[config.mk]
export PLATFORM = sky130hd
export DESIGN_NAME = ssa_device_flat
export DESIGN_NICKNAME = d
export VERILOG_FILES = /design/src/rtl/ssa_pkg.sv /design/src/rtl/ssa_port_if.sv /design/src/rtl/ssa_rise_det.sv /design/src/rtl/ssa_device.sv /design/src/flat_wrapper.sv
export SDC_FILE = /design/constraint.sdc
export NUM_CORES = 1
export LEC_CHECK = 0
export BUFFER_PORTS_ARGS = -buffer_cell sky130_fd_sc_hd__buf_4
export CAP_MARGIN = 0
export CORE_UTILIZATION = 54
export CTS_CLUSTER_SIZE = 14
export DETAILED_ROUTE_END_ITERATION = 16
export HOLD_SLACK_MARGIN = 0.1
export PLACE_DENSITY = 0.89
export RECOVER_POWER = 100
export SETUP_SLACK_MARGIN = 0.05
export SYNTH_ARGS = -nofsm -noshare
export SYNTH_HDL_FRONTEND = slang
export SYNTH_SLANG_ARGS = --single-unit
[constraint.sdc]
create_clock -name clk_i -period 4.13 [get_ports clk_i]
set_input_delay 0.6195 -clock clk_i [delete_from_list [all_inputs] [get_ports clk_i]]
set_output_delay 0.6195 -clock clk_i [all_outputs]
set_load 0.02 [all_outputs]
[src/rtl/ssa_pkg.sv]
// Shared constants and types for the sampling converter parallel port
package ssa_pkg;
  localparam int unsigned CLK_MHZ = 50;
  localparam int unsigned CONV_TIME_NS = 3000;
  localparam int unsigned CONV_CYCLES = (CONV_TIME_NS * CLK_MHZ) / 1000;
  localparam int unsigned CNT_W = 8;
  localparam logic [CNT_W-1:0] CONV_LAST = CNT_W'(CONV_CYCLES - 1);
  localparam int unsigned NUM_PAIRS = 3;
  localparam int unsigned NUM_CH = 6;
  localparam int unsigned DATA_W = 16;
  localparam logic [2:0] RST_PAIR_MASK = 3'h0;
  localparam logic [15:0] RST_DATA = 16'h0000;
  localparam logic [2:0] RST_CH = 3'h0;
  localparam int unsigned READ_IDLE = 2;
  typedef enum {SSA_IDLE, SSA_CONV} ssa_state_t;
  typedef enum {SSH_IDLE, SSH_START_LO, SSH_WAIT_BUSY, SSH_WAIT_DONE,
    SSH_READ_LO, SSH_READ_HI, SSH_GAP} ssh_state_t;
endpackage

[src/rtl/ssa_port_if.sv]
// Interface joining the converter and the host over the parallel port
`timescale 1ns/1ns
`default_nettype none
interface ssa_port_if;
  logic pair1_start_n;
  logic pair2_start_n;
  logic pair3_start_n;
  logic busy;
  logic cs_n;
  logic rd_n;
  logic interface_select;
  logic word_byte_sel;
  logic high_byte_first;
  logic [15:0] db_out;
  logic db_oe_n;
  modport dev (input pair1_start_n, input pair2_start_n,
    input pair3_start_n, output busy, input cs_n, input rd_n,
    input interface_select, input word_byte_sel, input high_byte_first,
    output db_out, output db_oe_n);
  modport host (output pair1_start_n, output pair2_start_n,
    output pair3_start_n, input busy, output cs_n, output rd_n,
    output interface_select, output word_byte_sel,
    output high_byte_first, input db_out, input db_oe_n);
endinterface
`default_nettype wire

[src/rtl/ssa_rise_det.sv]
// Rising edge detector for one start input per pair
`timescale 1ns/1ns
`default_nettype none
module ssa_rise_det
(
  input wire logic clk_i,
  input wire logic rst_i,
  input wire logic [2:0] lvl_i,
  output logic [2:0] rise_o
);
  import ssa_pkg::*;
  logic [2:0] prev_r;
  // Level seen last cycle; start idles high
  always_ff @(posedge clk_i)
  begin
    if (rst_i)
      prev_r <= 3'h7;
    else
      prev_r <= lvl_i;
  end
  // Low then high makes a start pulse
  genvar g;
  generate
    for (g = 0; g < NUM_PAIRS; g++)
    begin : g_rise
      assign rise_o[g] = lvl_i[g] & ~prev_r[g];
    end
  endgenerate
endmodule
`default_nettype wire

[src/rtl/ssa_device.sv]
// Converter end: start, busy timing, result store and parallel readout
`timescale 1ns/1ns
`default_nettype none
module ssa_device
(
  input wire logic clk_i,
  input wire logic rst_i,
  ssa_port_if.dev port,
  input wire logic [ssa_pkg::DATA_W*ssa_pkg::NUM_CH-1:0] sample_i,
  output logic track_o,
  output logic [2:0] conv_pairs_o
);
  import ssa_pkg::*;

  ////////////////////////////////////////////////////////////////////////
  // Start edge detection
  logic [2:0] start_lvl;
  logic [2:0] start_rise;
  assign start_lvl = {port.pair3_start_n, port.pair2_start_n,
    port.pair1_start_n};
  ssa_rise_det u_rise
  (
    .clk_i(clk_i),
    .rst_i(rst_i),
    .lvl_i(start_lvl),
    .rise_o(start_rise)
  );

  ////////////////////////////////////////////////////////////////////////
  // Conversion sequencing
  ssa_state_t state_r;
  logic [CNT_W-1:0] cnt_r;
  logic [2:0] pairs_r;
  logic busy_r;
  logic track_r;
  logic start_ok;
  logic conv_done;
  assign start_ok = (state_r == SSA_IDLE) && (|start_rise);
  assign conv_done = (state_r == SSA_CONV) && (cnt_r == CONV_LAST);

  // Busy high from start to the last conversion cycle
  always_ff @(posedge clk_i)
  begin
    if (rst_i)
    begin
      state_r <= SSA_IDLE;
      cnt_r <= '0;
      pairs_r <= RST_PAIR_MASK;
      busy_r <= 1'b0;
      track_r <= 1'b1;
    end
    else
    begin
      case (state_r)
        SSA_IDLE:
        begin
          if (start_ok)
          begin
            state_r <= SSA_CONV;
            cnt_r <= '0;
            pairs_r <= start_rise;
            busy_r <= 1'b1;
            track_r <= 1'b0;
          end
        end
        SSA_CONV:
        begin
          cnt_r <= cnt_r + 1'b1;
          if (conv_done)
          begin
            state_r <= SSA_IDLE;
            busy_r <= 1'b0;
            track_r <= 1'b1;
          end
        end
        default: state_r <= SSA_IDLE;
      endcase
    end
  end

  ////////////////////////////////////////////////////////////////////////
  // Result registers, loaded at end of conversion
  logic [DATA_W-1:0] res_r [NUM_CH];
  genvar g;
  generate
    for (g = 0; g < NUM_CH; g++)
    begin : g_res
      always_ff @(posedge clk_i)
      begin
        if (rst_i)
          res_r[g] <= RST_DATA;
        else if (conv_done && pairs_r[g/2])
          res_r[g] <= sample_i[g*DATA_W +: DATA_W];
      end
    end
  endgenerate

  ////////////////////////////////////////////////////////////////////////
  // Read sequencing
  logic read_act;
  logic rd_prev_r;
  logic rd_end;
  logic byte_mode;
  logic [2:0] ch_r;
  logic half_r;
  logic [2:0] ch_nxt;
  logic [15:0] word;
  logic [15:0] bus_val;
  logic [15:0] db_r;
  logic oe_n_r;
  logic [5:0] avail;
  assign read_act = ~port.interface_select & ~port.cs_n & ~port.rd_n;
  assign rd_end = rd_prev_r & ~read_act;
  assign byte_mode = port.word_byte_sel;
  assign avail = {pairs_r[2], pairs_r[2], pairs_r[1], pairs_r[1],
    pairs_r[0], pairs_r[0]};

  // Next converted channel above the current one
  always_comb
  begin
    ch_nxt = ch_r;
    for (int i = NUM_CH - 1; i >= 0; i--)
      if (i > int'(ch_r) && avail[i])
        ch_nxt = 3'(i);
  end

  // First converted channel
  logic [2:0] ch_first;
  always_comb
  begin
    ch_first = RST_CH;
    for (int i = NUM_CH - 1; i >= 0; i--)
      if (avail[i])
        ch_first = 3'(i);
  end

  assign word = res_r[ch_r];
  assign bus_val = !byte_mode ? word :
    {((half_r ^ port.high_byte_first) ? word[15:8] : word[7:0]),
    8'h00};

  // Advance pointer when a read strobe ends; in byte mode only when the second byte's strobe ends
  always_ff @(posedge clk_i)
  begin
    if (rst_i)
    begin
      rd_prev_r <= 1'b0;
      ch_r <= RST_CH;
      half_r <= 1'b0;
    end
    else
    begin
      rd_prev_r <= read_act;
      if (conv_done)
      begin
        ch_r <= ch_first;
        half_r <= 1'b0;
      end
      else if (rd_end)
      begin
        if (byte_mode && !half_r)
          half_r <= 1'b1;
        else
        begin
          half_r <= 1'b0;
          ch_r <= ch_nxt;
        end
      end
    end
  end

  // Registered bus drive
  always_ff @(posedge clk_i)
  begin
    if (rst_i)
    begin
      db_r <= RST_DATA;
      oe_n_r <= 1'b1;
    end
    else
    begin
      db_r <= read_act ? bus_val : RST_DATA;
      oe_n_r <= ~read_act;
    end
  end

  assign port.busy = busy_r;
  assign port.db_out = db_r;
  assign port.db_oe_n = oe_n_r;
  assign track_o = track_r;
  assign conv_pairs_o = pairs_r;
endmodule
`default_nettype wire

[src/flat_wrapper.sv]
// flat-port wrapper written by rule: the top's interface ports become plain ports
module ssa_device_flat import ssa_pkg::*;
  (clk_i, rst_i, sample_i, track_o, conv_pairs_o, port_pair1_start_n, port_pair2_start_n, port_pair3_start_n, port_busy, port_cs_n, port_rd_n, port_interface_select, port_word_byte_sel, port_high_byte_first, port_db_out, port_db_oe_n);
  ssa_port_if port_i ();
  input wire logic clk_i;
  input wire logic rst_i;
  input wire logic [ssa_pkg::DATA_W*ssa_pkg::NUM_CH-1:0] sample_i;
  output logic track_o;
  output logic [2:0] conv_pairs_o;
  input wire logic [$bits(port_i.pair1_start_n)-1:0] port_pair1_start_n;
  input wire logic [$bits(port_i.pair2_start_n)-1:0] port_pair2_start_n;
  input wire logic [$bits(port_i.pair3_start_n)-1:0] port_pair3_start_n;
  output wire logic [$bits(port_i.busy)-1:0] port_busy;
  input wire logic [$bits(port_i.cs_n)-1:0] port_cs_n;
  input wire logic [$bits(port_i.rd_n)-1:0] port_rd_n;
  input wire logic [$bits(port_i.interface_select)-1:0] port_interface_select;
  input wire logic [$bits(port_i.word_byte_sel)-1:0] port_word_byte_sel;
  input wire logic [$bits(port_i.high_byte_first)-1:0] port_high_byte_first;
  output wire logic [$bits(port_i.db_out)-1:0] port_db_out;
  output wire logic [$bits(port_i.db_oe_n)-1:0] port_db_oe_n;
  assign port_i.pair1_start_n = port_pair1_start_n;
  assign port_i.pair2_start_n = port_pair2_start_n;
  assign port_i.pair3_start_n = port_pair3_start_n;
  assign port_busy = port_i.busy;
  assign port_i.cs_n = port_cs_n;
  assign port_i.rd_n = port_rd_n;
  assign port_i.interface_select = port_interface_select;
  assign port_i.word_byte_sel = port_word_byte_sel;
  assign port_i.high_byte_first = port_high_byte_first;
  assign port_db_out = port_i.db_out;
  assign port_db_oe_n = port_i.db_oe_n;
  ssa_device u_core (.clk_i(clk_i), .rst_i(rst_i), .port(port_i), .sample_i(sample_i), .track_o(track_o), .conv_pairs_o(conv_pairs_o));
endmodule
==> results of run 1 <==
==> cell usage after synthesis (2+ instances only) <==
library cell / instances
or2_2: 4
and2_1: 99
o22ai_1: 8
nor2b_1: 4
nor2_1: 21
nand2_1: 22
mux4_2: 16
dfxtp_1: 41
a21o_1: 4
a21oi_1: 11
o21ai_0: 21
clkbuf_1: 13
o31ai_1: 2
mux2i_1: 19
buf_2: 2
and3_1: 2
clkbuf_2: 5
a22oi_1: 3
nand2b_1: 3
inv_1: 4
and4_1: 2
buf_4: 5
edfxtp_1: 96
ha_1: 2
nand3b_1: 2
a211oi_1: 7
nand3_1: 6
==> per-stage QoR <==
step / setup WS [ns] / hold WS (ns) / utilization
2_1_floorplan: 1.16 / 0.447 / -
3_3_place_gp: 1.69 / 0.438 / 0.661
3_5_place_dp: 1.53 / 0.446 / 0.661
4_1_cts: 1.48 / 0.281 / 0.712
5_1_grt: 0.823 / 0.280 / 0.698
6_report: 1.05 / 0.297 / 0.698
==> per-layer routing <==
| layer | track usage | vias up | share of wire |
|---|---|---|---|
| met4 | 0.125 | 0 | 0.029 |
| met1 | 0.335 | 1875 | 0.42 |
| li1 | - | 1852 | - |
| met5 | 0 | - | 0 |
| met3 | 0.0674 | 29 | 0.074 |
| met2 | 0.405 | 218 | 0.47 |
==> report_power, final <==
group | leakage [nW] | internal (mW) | total (mW) | switching [mW]
clock | 0.251 | 0.791 | 1.34 | 0.548
combinational | 1.10 | 0.0919 | 0.170 | 0.0777
sequential | 1.32 | 1.51 | 1.53 | 0.0219
==> registers in the layout (all words and copies together), names as in the netlist, named ones only <==
signal / count
u_core.conv_pairs_o: 3
u_core.port.db_out: 16
u_core.port.busy: 1
u_core.cnt_r: 8
u_core.u_rise.prev_r: 3
u_core.half_r: 1
u_core.res_r: 96
u_core.rd_prev_r: 1
u_core.port.db_oe_n: 1
u_core.ch_r: 3
u_core.track_o: 1
==> layout by cell type, fill, tap and decap left out, types with 2 or more instances in the layout <==
cell type / instances
edfxtp_1: 96
clkinv_2: 5
nand2b_1: 3
and2_0: 77
o31ai_1: 2
clkinvlp_4: 4
and3_1: 2
a21oi_1: 11
inv_1: 4
dfxtp_1: 41
nor2_1: 21
and4_1: 2
o22ai_1: 8
nand3b_1: 2
nor3b_1: 2
mux2i_1: 19
nor2b_1: 4
nor4_1: 2
ha_1: 2
clkinv_1: 2
clkbuf_16: 16
a211oi_1: 8
buf_4: 104
a21o_1: 4
a22oi_1: 3
mux4_2: 16
nand3_1: 6
nand2_1: 22
clkbuf_1: 28
nor3_1: 2
o21ai_0: 21
or2_2: 4
and2_1: 22
==> critical path, delay by kind of cell, from the launching register on <==
family / cells / cell delay [ns]
AOI/OAI and AO/OA: 1 / 0.22
adders and majority gates: 1 / 0.18
buffers and inverters: 1 / 1.34
DFF: 1 / 0.41
and+or+nand+nor: 2 / 0.52
==> cell families after synthesis <==
kind of cell,count (synthesis)
buf+inv,30
xor+xnor,1
simple gates,177
compound gates,61
flops,137
mux,35
fa+ha+maj,2
==> cell type report <==
class                           count  share of cell area
Sequential cell                   137               0.509
Multi-Input combinational cell    276               0.271
Timing Repair Buffer              130               0.121
Clock buffer                       19              0.0580
Tap cell                          136              0.0234
Clock inverter                     13              0.0146
Inverter                            5             0.00258
==> path summary, 6_finish.rpt <==
path	end	slack, ns	depth (start not counted)
max	u_core.res_r[3][15]$_SDFFCE_PN0P_	1.05	5
max reg2reg	u_core.res_r[3][15]$_SDFFCE_PN0P_	1.05	5
min	u_core.u_rise.prev_r[1]$_SDFF_PP1_	0.30	2
min reg2reg	u_core.track_o$_SDFFE_PP1P_	0.45	1
==> results by stage, run 1 <==
Clocking:
- Gates resized during post-CTS repair numbered 0.
- No sink is reached through more buffers than the 2 on the longest clock path.
- The TritonCTS clock tree is built.
- The CTS clock-pin slew for the worst setup and hold paths is 0.06 ns.
- The clock tree synthesis step divided the H-tree into 4 levels.
- The count of clock tree sinks is 137.
- The clock latency on the worst-skew pair is 0.52 ns.
- In this run, post-CTS hold repair placed 0 buffers.
- Clock tree synthesis selected as its root buffer the cell clkbuf_8.
- The CTS buffer count is 17.
- Post-CTS timing repair inserted 0 buffers for setup.

Layout:
- The number of antenna diodes in the final layout is 0.
- The fraction of final layout cells with drive strength greater than 1 is 0.267.
- The area growth from synthesis to final layout is 24.2%.
- The net count of the finished layout is 675.
- The number of fillers in the final layout is 706.
- The multi-input combinational cells in the finished layout cover a total of 1970 sq um.
- Registers take 3700 sq um.
- With fillers left out, the area of the finished cells amounts to 7270 sq um.
- The finished layout holds 716 standard cells, fillers aside.

Min path:
- The worst min-delay path startpoint is port_pair2_start_n.
- The tightest min-delay check is of the in -> reg type.

Global route:
- In the global route stage, overall resource usage came out at 0.258.
- The total overflow reported by the global router is 0.
- Entering global routing, the biggest net connects 33 pins.
- The number of global-route vias before repair is 3,951.
- The first global-routing pass estimated 21.2 mm of wire.
- The initial antenna violation count is 0.

Die:
- The floorplan step defined a die boundary enclosing 11,300 sq um.
- From left edge to right edge, the die measures 106 um.
- 128 I/O pins were placed.
- The die height is 106 um.
- For this configuration, the core starts out at a cell density of 0.562.
- In this run the standard cell core region covers 10,400 sq um.
- After floorplanning, the core was divided into 37 placement rows.

Place:
- At the end of routability-driven placement, the weighted congestion stood at 0.798.
- Buffers placed on the I/O ports in this run total 127.
- The placed instance count is 684.
- The placed standard-cell area is 6890 sq um.
- Detailed placement finished with a half-perimeter wire length of 9.04 mm.

Critical path:
- For the worst setup path, the data required time is 4.24 ns.
- STA puts the critical path data arrival time at 3.19 ns.
- Traced cell by cell, the critical path runs through ha_1 > and2_0 > nand4_1 > o21bai_2 > clkbuf_1.
- The nature of the critical path endpoint is a flop.
- The library cell contributing the largest single delay on the critical path is clkbuf_1.
- In this run the worst path has a maximum fanout of 32.
- The worst setup path is of the reg -> reg kind.
- The worst reg2reg path startpoint is u_core.cnt_r[0]$_SDFFE_PP0P_.
- Tracing the worst setup path back leads to its startpoint at u_core.cnt_r[0]$_SDFFE_PP0P_.
- The worst setup path is launched from a flop.
- On the worst path, the slowest cell contributes a delay of 1.34 ns.

Yosys:
- The share of async-settable or async-resettable flops after synthesis is 0.
- The largest total area in the synthesized netlist belongs to edfxtp_1.
- The mapped cell area is 5860 sq um.
- The average cell area after synthesis is 13.2 sq um.
- The synthesized design contains 137 register bits.
- In the post-synthesis netlist, the biggest area contributors are edfxtp_1, dfxtp_1, and2_1.
- The number of synthesized flops with an enable pin is 96.
- The multiplexer area fraction after synthesis is 0.0940.
- The number of warnings printed during yosys synthesis is 0.
- Yosys mapped the design onto 46 distinct sky130hd cell types.
- After synthesis, the largest family of logic cells by area is simple AND/OR/NAND/NOR gates.
- The net count after synthesis is 551.
- Synthesis produced a netlist whose cell count is 443.
- The simple-gate area share of the yosys netlist is 0.180.
- The share of the synthesized area in compound gates (AO/OA/AOI/OAI) is 0.0643.
- Of the total synthesized cell area, the portion taken by full adders, half adders and majority gates is 0.00427.
- Of the synthesized area, sequential elements account for 0.632.
- The post-synthesis share of cell area spent on xor and xnor gates is 0.00150.
- In the synthesized netlist the dominant register cell turns out to be edfxtp_1.
- The top cell type's share of synthesized area is 0.492.

Outcome:
- The flow ran to the end, but the final reports show violations.
- The checks that failed: max-capacitance violations, max-slew violations.

Run:
- The max-cap violation count is 3.

Timing:
- For the pin with the worst max-slew slack, the measured transition is 2.00 ns.
- The timing-limited maximum frequency is 325 MHz.
- The setup total negative slack is 0 ns.
- The number of endpoints with negative hold slack in the final report came to 0.
- Setup violations remaining at the end of the flow were counted as 0.
- The count of pins over their slew limit was 99.
- On the final layout, the worst clock skew is 0.00849 ns.
- Setup repair after global routing left no endpoint under its margin.
- In the finished design, the share of the clock period the worst path needs comes to 0.746.
- The minimum clock period after layout is 3.08 ns.
- Measured against its own limit, the worst slew margin works out to -0.338.

Routing:
- The detailed router placed 3,974 vias in this run.
- The mean number of vias per cell is 5.55.
- In the final routed layout, each cell accounts on average for 19.0 um.
- In this run, the number of DRC markers left after iteration 0 of detailed routing was 232.
- In the routed design, unresolved DRC markers number 0.
- The residual antenna-violating net count after detailed routing is 0.
- The detailed-router iteration count before antenna repair is 5.
- The total routed wirelength is 13.6 mm.

Power and ir drop:
- The peak supply drop is 0.304 mV.
- The power density normalized to cell area is 418 nW/um^2.
- In this run the static leakage power is 2.68 nW.
- The total power is 3.04 mW.
No activity file was read; power rests on OpenSTA's default activity.
==> run 2, diff against run 1 <==
--- a/config.mk
+++ b/config.mk
@@ -5,13 +5,14 @@
 export SDC_FILE = /design/constraint.sdc
 export NUM_CORES = 1
 export LEC_CHECK = 0
+export ABC_AREA = 1
 export BUFFER_PORTS_ARGS = -buffer_cell sky130_fd_sc_hd__buf_4
 export CAP_MARGIN = 0
-export CORE_UTILIZATION = 54
+export CORE_UTILIZATION = 55
 export CTS_CLUSTER_SIZE = 14
 export DETAILED_ROUTE_END_ITERATION = 16
 export HOLD_SLACK_MARGIN = 0.1
-export PLACE_DENSITY = 0.89
+export PLACE_DENSITY = 0.9
 export RECOVER_POWER = 100
 export SETUP_SLACK_MARGIN = 0.05
 export SYNTH_ARGS = -nofsm -noshare
==> constraint.sdc (replaced) <==
create_clock -name clk_i -period 3.2 [get_ports clk_i]
set_input_delay 0.48 -clock clk_i [delete_from_list [all_inputs] [get_ports clk_i]]
set_output_delay 0.48 -clock clk_i [all_outputs]
set_load 0.02 [all_outputs]
==> run 2 against run 1 <==
  * The flow now finishes without violations
  * Die area rose by 6.1%
  * Critical path type unchanged
  * Largest power group is now the clock network
  * Core utilization rose by 0.54 points
  * Non-clock buffer count increased by 4
  * Sequential power up 29%
  * Sequential share of layout area down 3.2 points
  * Routed wire length grew 13%
  * Fmax grew 33%
  * Hold slack worse by 0.037 ns
  * Critical path depth is 2 higher
  * Global-route usage up 0.87 points
  * Clock power up 49%
  * Register-to-register slack got worse by 0.17 ns
==> results by stage, run 2 <==
Layout:
- The number of flip-flops in the largest register is 96 (unchanged).
- The register with the most flip-flops is u_core.res_r (unchanged).
- The count of inserted antenna diode cells is 0 (unchanged).
- The number of nets in the finished design is 944 (was 675).
- The area growth from synthesis to final layout was 22.5% (was 24.2%).
- Most frequent cells in the layout: nor2_1, inv_1, buf_4 (was buf_4, edfxtp_1, and2_0).
- The fraction of final layout cells with drive strength greater than 1 was 0.190 (was 0.267).
- The most common cell after layout, fill and taps aside is nor2_1 (was buf_4).
- The final standard cell area without fillers is 7760 sq um (was 7270 sq um).

Critical path:
- The startpoint type of the worst setup path is a flop (unchanged).
- The terminus of the critical flop-to-flop path is u_core.port.db_out[14]$_SDFF_PP0_ (was u_core.res_r[3][15]$_SDFFCE_PN0P_).
- The maximum fanout count along the critical path is 18 (was 32).
- The minimum setup slack among reg-to-reg paths is 0.88 ns (was 1.05 ns).
- The nature of the critical path endpoint is a flop (unchanged).
- The critical path start-end classification was reg -> reg (unchanged).
- The number of cells on the worst reg-to-reg path came to 7 (was 5).
- The data required time at the worst endpoint is 3.54 ns (was 4.24 ns).
- The data arrival at the endpoint of the critical path is 2.66 ns (was 3.19 ns).
- The capture point of the worst path was u_core.port.db_out[14]$_SDFF_PP0_ (was u_core.res_r[3][15]$_SDFFCE_PN0P_).

Die:
- The top-level port count is 128 (unchanged).
- The initial core utilization is 0.574 (was 0.562).
- The floorplan row count is 38 (was 37).
- The area of the core region is 11,000 sq um (was 10,400 sq um).
- The floorplan die area was 11,900 sq um (was 11,300 sq um).
- The x dimension of the die is 109 um (was 106 um).
- The die height is 109 um (was 106 um).

Outcome:
- Outcome: finished, final reports clean (was finished, violations left).

Place:
- The number of buffers inserted by port buffering is 127 (unchanged).
- The HPWL after detailed placement is 9.95 mm (was 9.04 mm).
- The post-placement setup slack is 1.24 ns (was 1.53 ns).
- The final weighted congestion in routability-driven placement was 0.854 (was 0.798).
- The placed standard-cell area was 7310 sq um (was 6890 sq um).

Global route:
- The global-route track usage on met3 came to 0.0616 (was 0.0674).
- The busiest metal layer after global routing was met2 (unchanged).
- The fraction of met2 tracks used by global routing is 0.438 (was 0.405).
- The wire length of the first global-routing pass was 23.5 mm (was 21.2 mm).
- The total overflow reported by the global router is 0 (unchanged).
- The number of global-route vias before repair is 4,801 (was 3,951).
- The overall track demand over capacity in global routing came to 0.267 (was 0.258).
- The initial antenna violation count came to 0 (unchanged).
- The largest net degree at the start of global routing was 57 (was 33).
- The met1 track demand over resource was 0.337 (was 0.335).

Yosys:
- The number of warnings printed during yosys synthesis is 0 (unchanged).
- The fraction of the yosys area taken by sequential cells is 0.585 (was 0.632).
- The distinct cell type count of the synthesized netlist is 26 (was 46).
- The primary flip-flop cell chosen by synthesis mapping is edfxtp_1 (unchanged).
- The number of synthesized flops with an enable pin is 96 (unchanged).
- The share of async-settable or async-resettable flops after synthesis is 0 (unchanged).
- The library cell with the largest summed area after synthesis was edfxtp_1 (unchanged).
- Largest cells by area after synthesis: edfxtp_1, dfxtp_1, nor2_1 (was edfxtp_1, dfxtp_1, and2_1).
- The flip-flop and latch count after synthesis is 137 (unchanged).
- The top cell type's share of synthesized area is 0.455 (was 0.492).
- The dominant cell by count in the synthesized netlist is nor2_1 (was and2_1).
- The cell count after synthesis is 713 (was 443).
- The average cell area after synthesis is 8.88 sq um (was 13.2 sq um).
- Leading post-synthesis cells by instance count: nor2_1, inv_1, edfxtp_1 (was and2_1, edfxtp_1, dfxtp_1).
- The mapped cell area is 6330 sq um (was 5860 sq um).
- The net count after synthesis is 821 (was 551).

Run:
- The max-cap violation count is 0 (was 3).

Clocking:
- The CTS clock-pin slew for the worst setup and hold paths was 0.06 ns (about the same).
- The H-tree depth was 4 (unchanged).
- The root cell of the clock tree is clkbuf_16 (was clkbuf_8).
- The total setup buffers inserted after CTS is 0 (unchanged).
- The CTS buffer count is 17 (unchanged).
- The count of clock tree sinks is 137 (unchanged).
- The cts-stage hold buffer count was 0 (unchanged).
- The clock latency on the worst-skew pair was 0.41 ns (was 0.52 ns).
- The TritonCTS clock tree is built (unchanged).
- The number of resized instances in the post-cts repair step came to 0 (unchanged).
- The maximum number of buffers from clock root to sink is 2 (unchanged).

Timing:
- The count of pins over their slew limit is 0 (was 99).
- The slew of the pin with the lowest slew margin is 1.01 ns (was 2.00 ns).
- The worst setup skew after layout is 0.0114 ns (was 0.00849 ns).
- The number of endpoints with negative hold slack in the final report is 0 (unchanged).
- Unrepaired setup endpoints after global routing: false (unchanged).
- The total of endpoints with negative setup slack in the final report is 0 (unchanged).
- The worst-case headroom to the max-slew limit is 0.323 (was -0.338).
- The timing-limited maximum frequency came to 431 MHz (was 325 MHz).
- The post-route clock period utilization was 0.725 (was 0.746).
- The minimum clock period after layout is 2.32 ns (was 3.08 ns).
- The least setup slack across all paths after layout is 0.881 ns (was 1.05 ns).

Power and ir drop:
- The static leakage was 3.58 nW (was 2.68 nW).
- The total power is 4.25 mW (was 3.04 mW).
- The peak supply drop came to 0.383 mV (was 0.304 mV).
- The power density normalized to cell area is 548 nW/um^2 (was 418 nW/um^2).

Routing:
- The average detailed-routed wire length per instance is 15.6 um (was 19.0 um).
- The number of vias after detailed routing is 5,198 (was 3,974).
- The post-route DRC violation count is 0 (unchanged).
- The count of routing violations after the opening detailed-route iteration is 515 (was 232).
- The residual antenna-violating net count after detailed routing is 0 (unchanged).
- The mean number of vias per cell is 5.26 (was 5.55).
- The total routed wirelength is 15.4 mm (was 13.6 mm).
- The detailed-router iteration count before antenna repair is 6 (was 5).

Min path:
- The worst hold path class is in -> reg (unchanged).
[run 2: cell types whose count changed after synthesis, moves of 16 or more]
cell     before  now
a21oi_1      11   38
and2_1       99    0
inv_1         4  128
mux2i_1      19    0
mux4_2       16    0
nand2_1      22   86
nand3_1       6   39
nor2_1       21  159
nor2_2        0   29
o21ai_0      21   47
[run 2: routing by layer]
layer / wire [um] / part of all wire
met2: 7470 / 0.49
met5: 0 / 0
met4: 503 / 0.033
met1: 5950 / 0.39
met3: 1450 / 0.095
[run 2: cells by family (layout without fill, tap and decap cells)]
group	count (synthesis)	in the layout	synth area share
and+or+nand+nor	326	326	0.228
buffers and inverters	158	294	0.110
DFF	137	137	0.585
AOI/OAI and AO/OA	89	89	0.0721
adders and majority gates	2	2	0.00395
xor gates and xnor gates	1	1	0.00138
[run 2: per-stage QoR]
| step | hold slack (ns) | utilization | TNS (ns) | instances |
|---|---|---|---|---|
| 4_1_cts | 0.260 | 0.718 | 0 | 989 |
| 2_1_floorplan | 0.443 | - | -43.96 | 713 |
| 3_3_place_gp | 0.455 | 0.663 | 0 | 957 |
| 3_5_place_dp | 0.457 | 0.663 | 0 | 957 |
| 5_1_grt | 0.264 | 0.703 | 0 | 989 |
| 6_report | 0.260 | 0.703 | 0 | 989 |
[run 2: how the worst min path moves through the flow]
stage / from / to / depth (start not counted)
after floorplan: u_core.cnt_r[6]$_SDFFE_PP0P_ / u_core.cnt_r[6]$_SDFFE_PP0P_ / 2
after global placement: u_core.cnt_r[6]$_SDFFE_PP0P_ / u_core.cnt_r[6]$_SDFFE_PP0P_ / 2
after detailed placement: u_core.track_o$_SDFFE_PP1P_ / u_core.track_o$_SDFFE_PP1P_ / 2
after CTS: port_pair1_start_n / u_core.u_rise.prev_r[0]$_SDFF_PP1_ / 2
after global routing: port_pair3_start_n / u_core.u_rise.prev_r[2]$_SDFF_PP1_ / 2
final: port_pair1_start_n / u_core.u_rise.prev_r[0]$_SDFF_PP1_ / 2
[run 2: final cells by class]
type / count / area (sq um)
Clock inverter: 12 / 135
Inverter: 128 / 480
Sequential cell: 137 / 3700
Multi-Input combinational cell: 418 / 1880
Clock buffer: 20 / 479
Fill cell: 783 / 3270
Timing Repair Buffer: 134 / 905
Tap cell: 140 / 175
[run 2: worst max-delay path, stage by stage, from the launching register on]
cell      delay (ns)
dfxtp_1         0.70
clkbuf_1        0.64
o21ai_0         0.22
nor2_1          0.16
o21ai_0         0.15
nand3_1         0.15
nand2_1         0.10
nor2_1          0.13
[run 2: power breakdown]
part	switching, mW	internal, mW	leakage (nW)
clock	0.756	1.25	0.302
sequential	0.0268	1.94	1.32
combinational	0.152	0.123	1.96
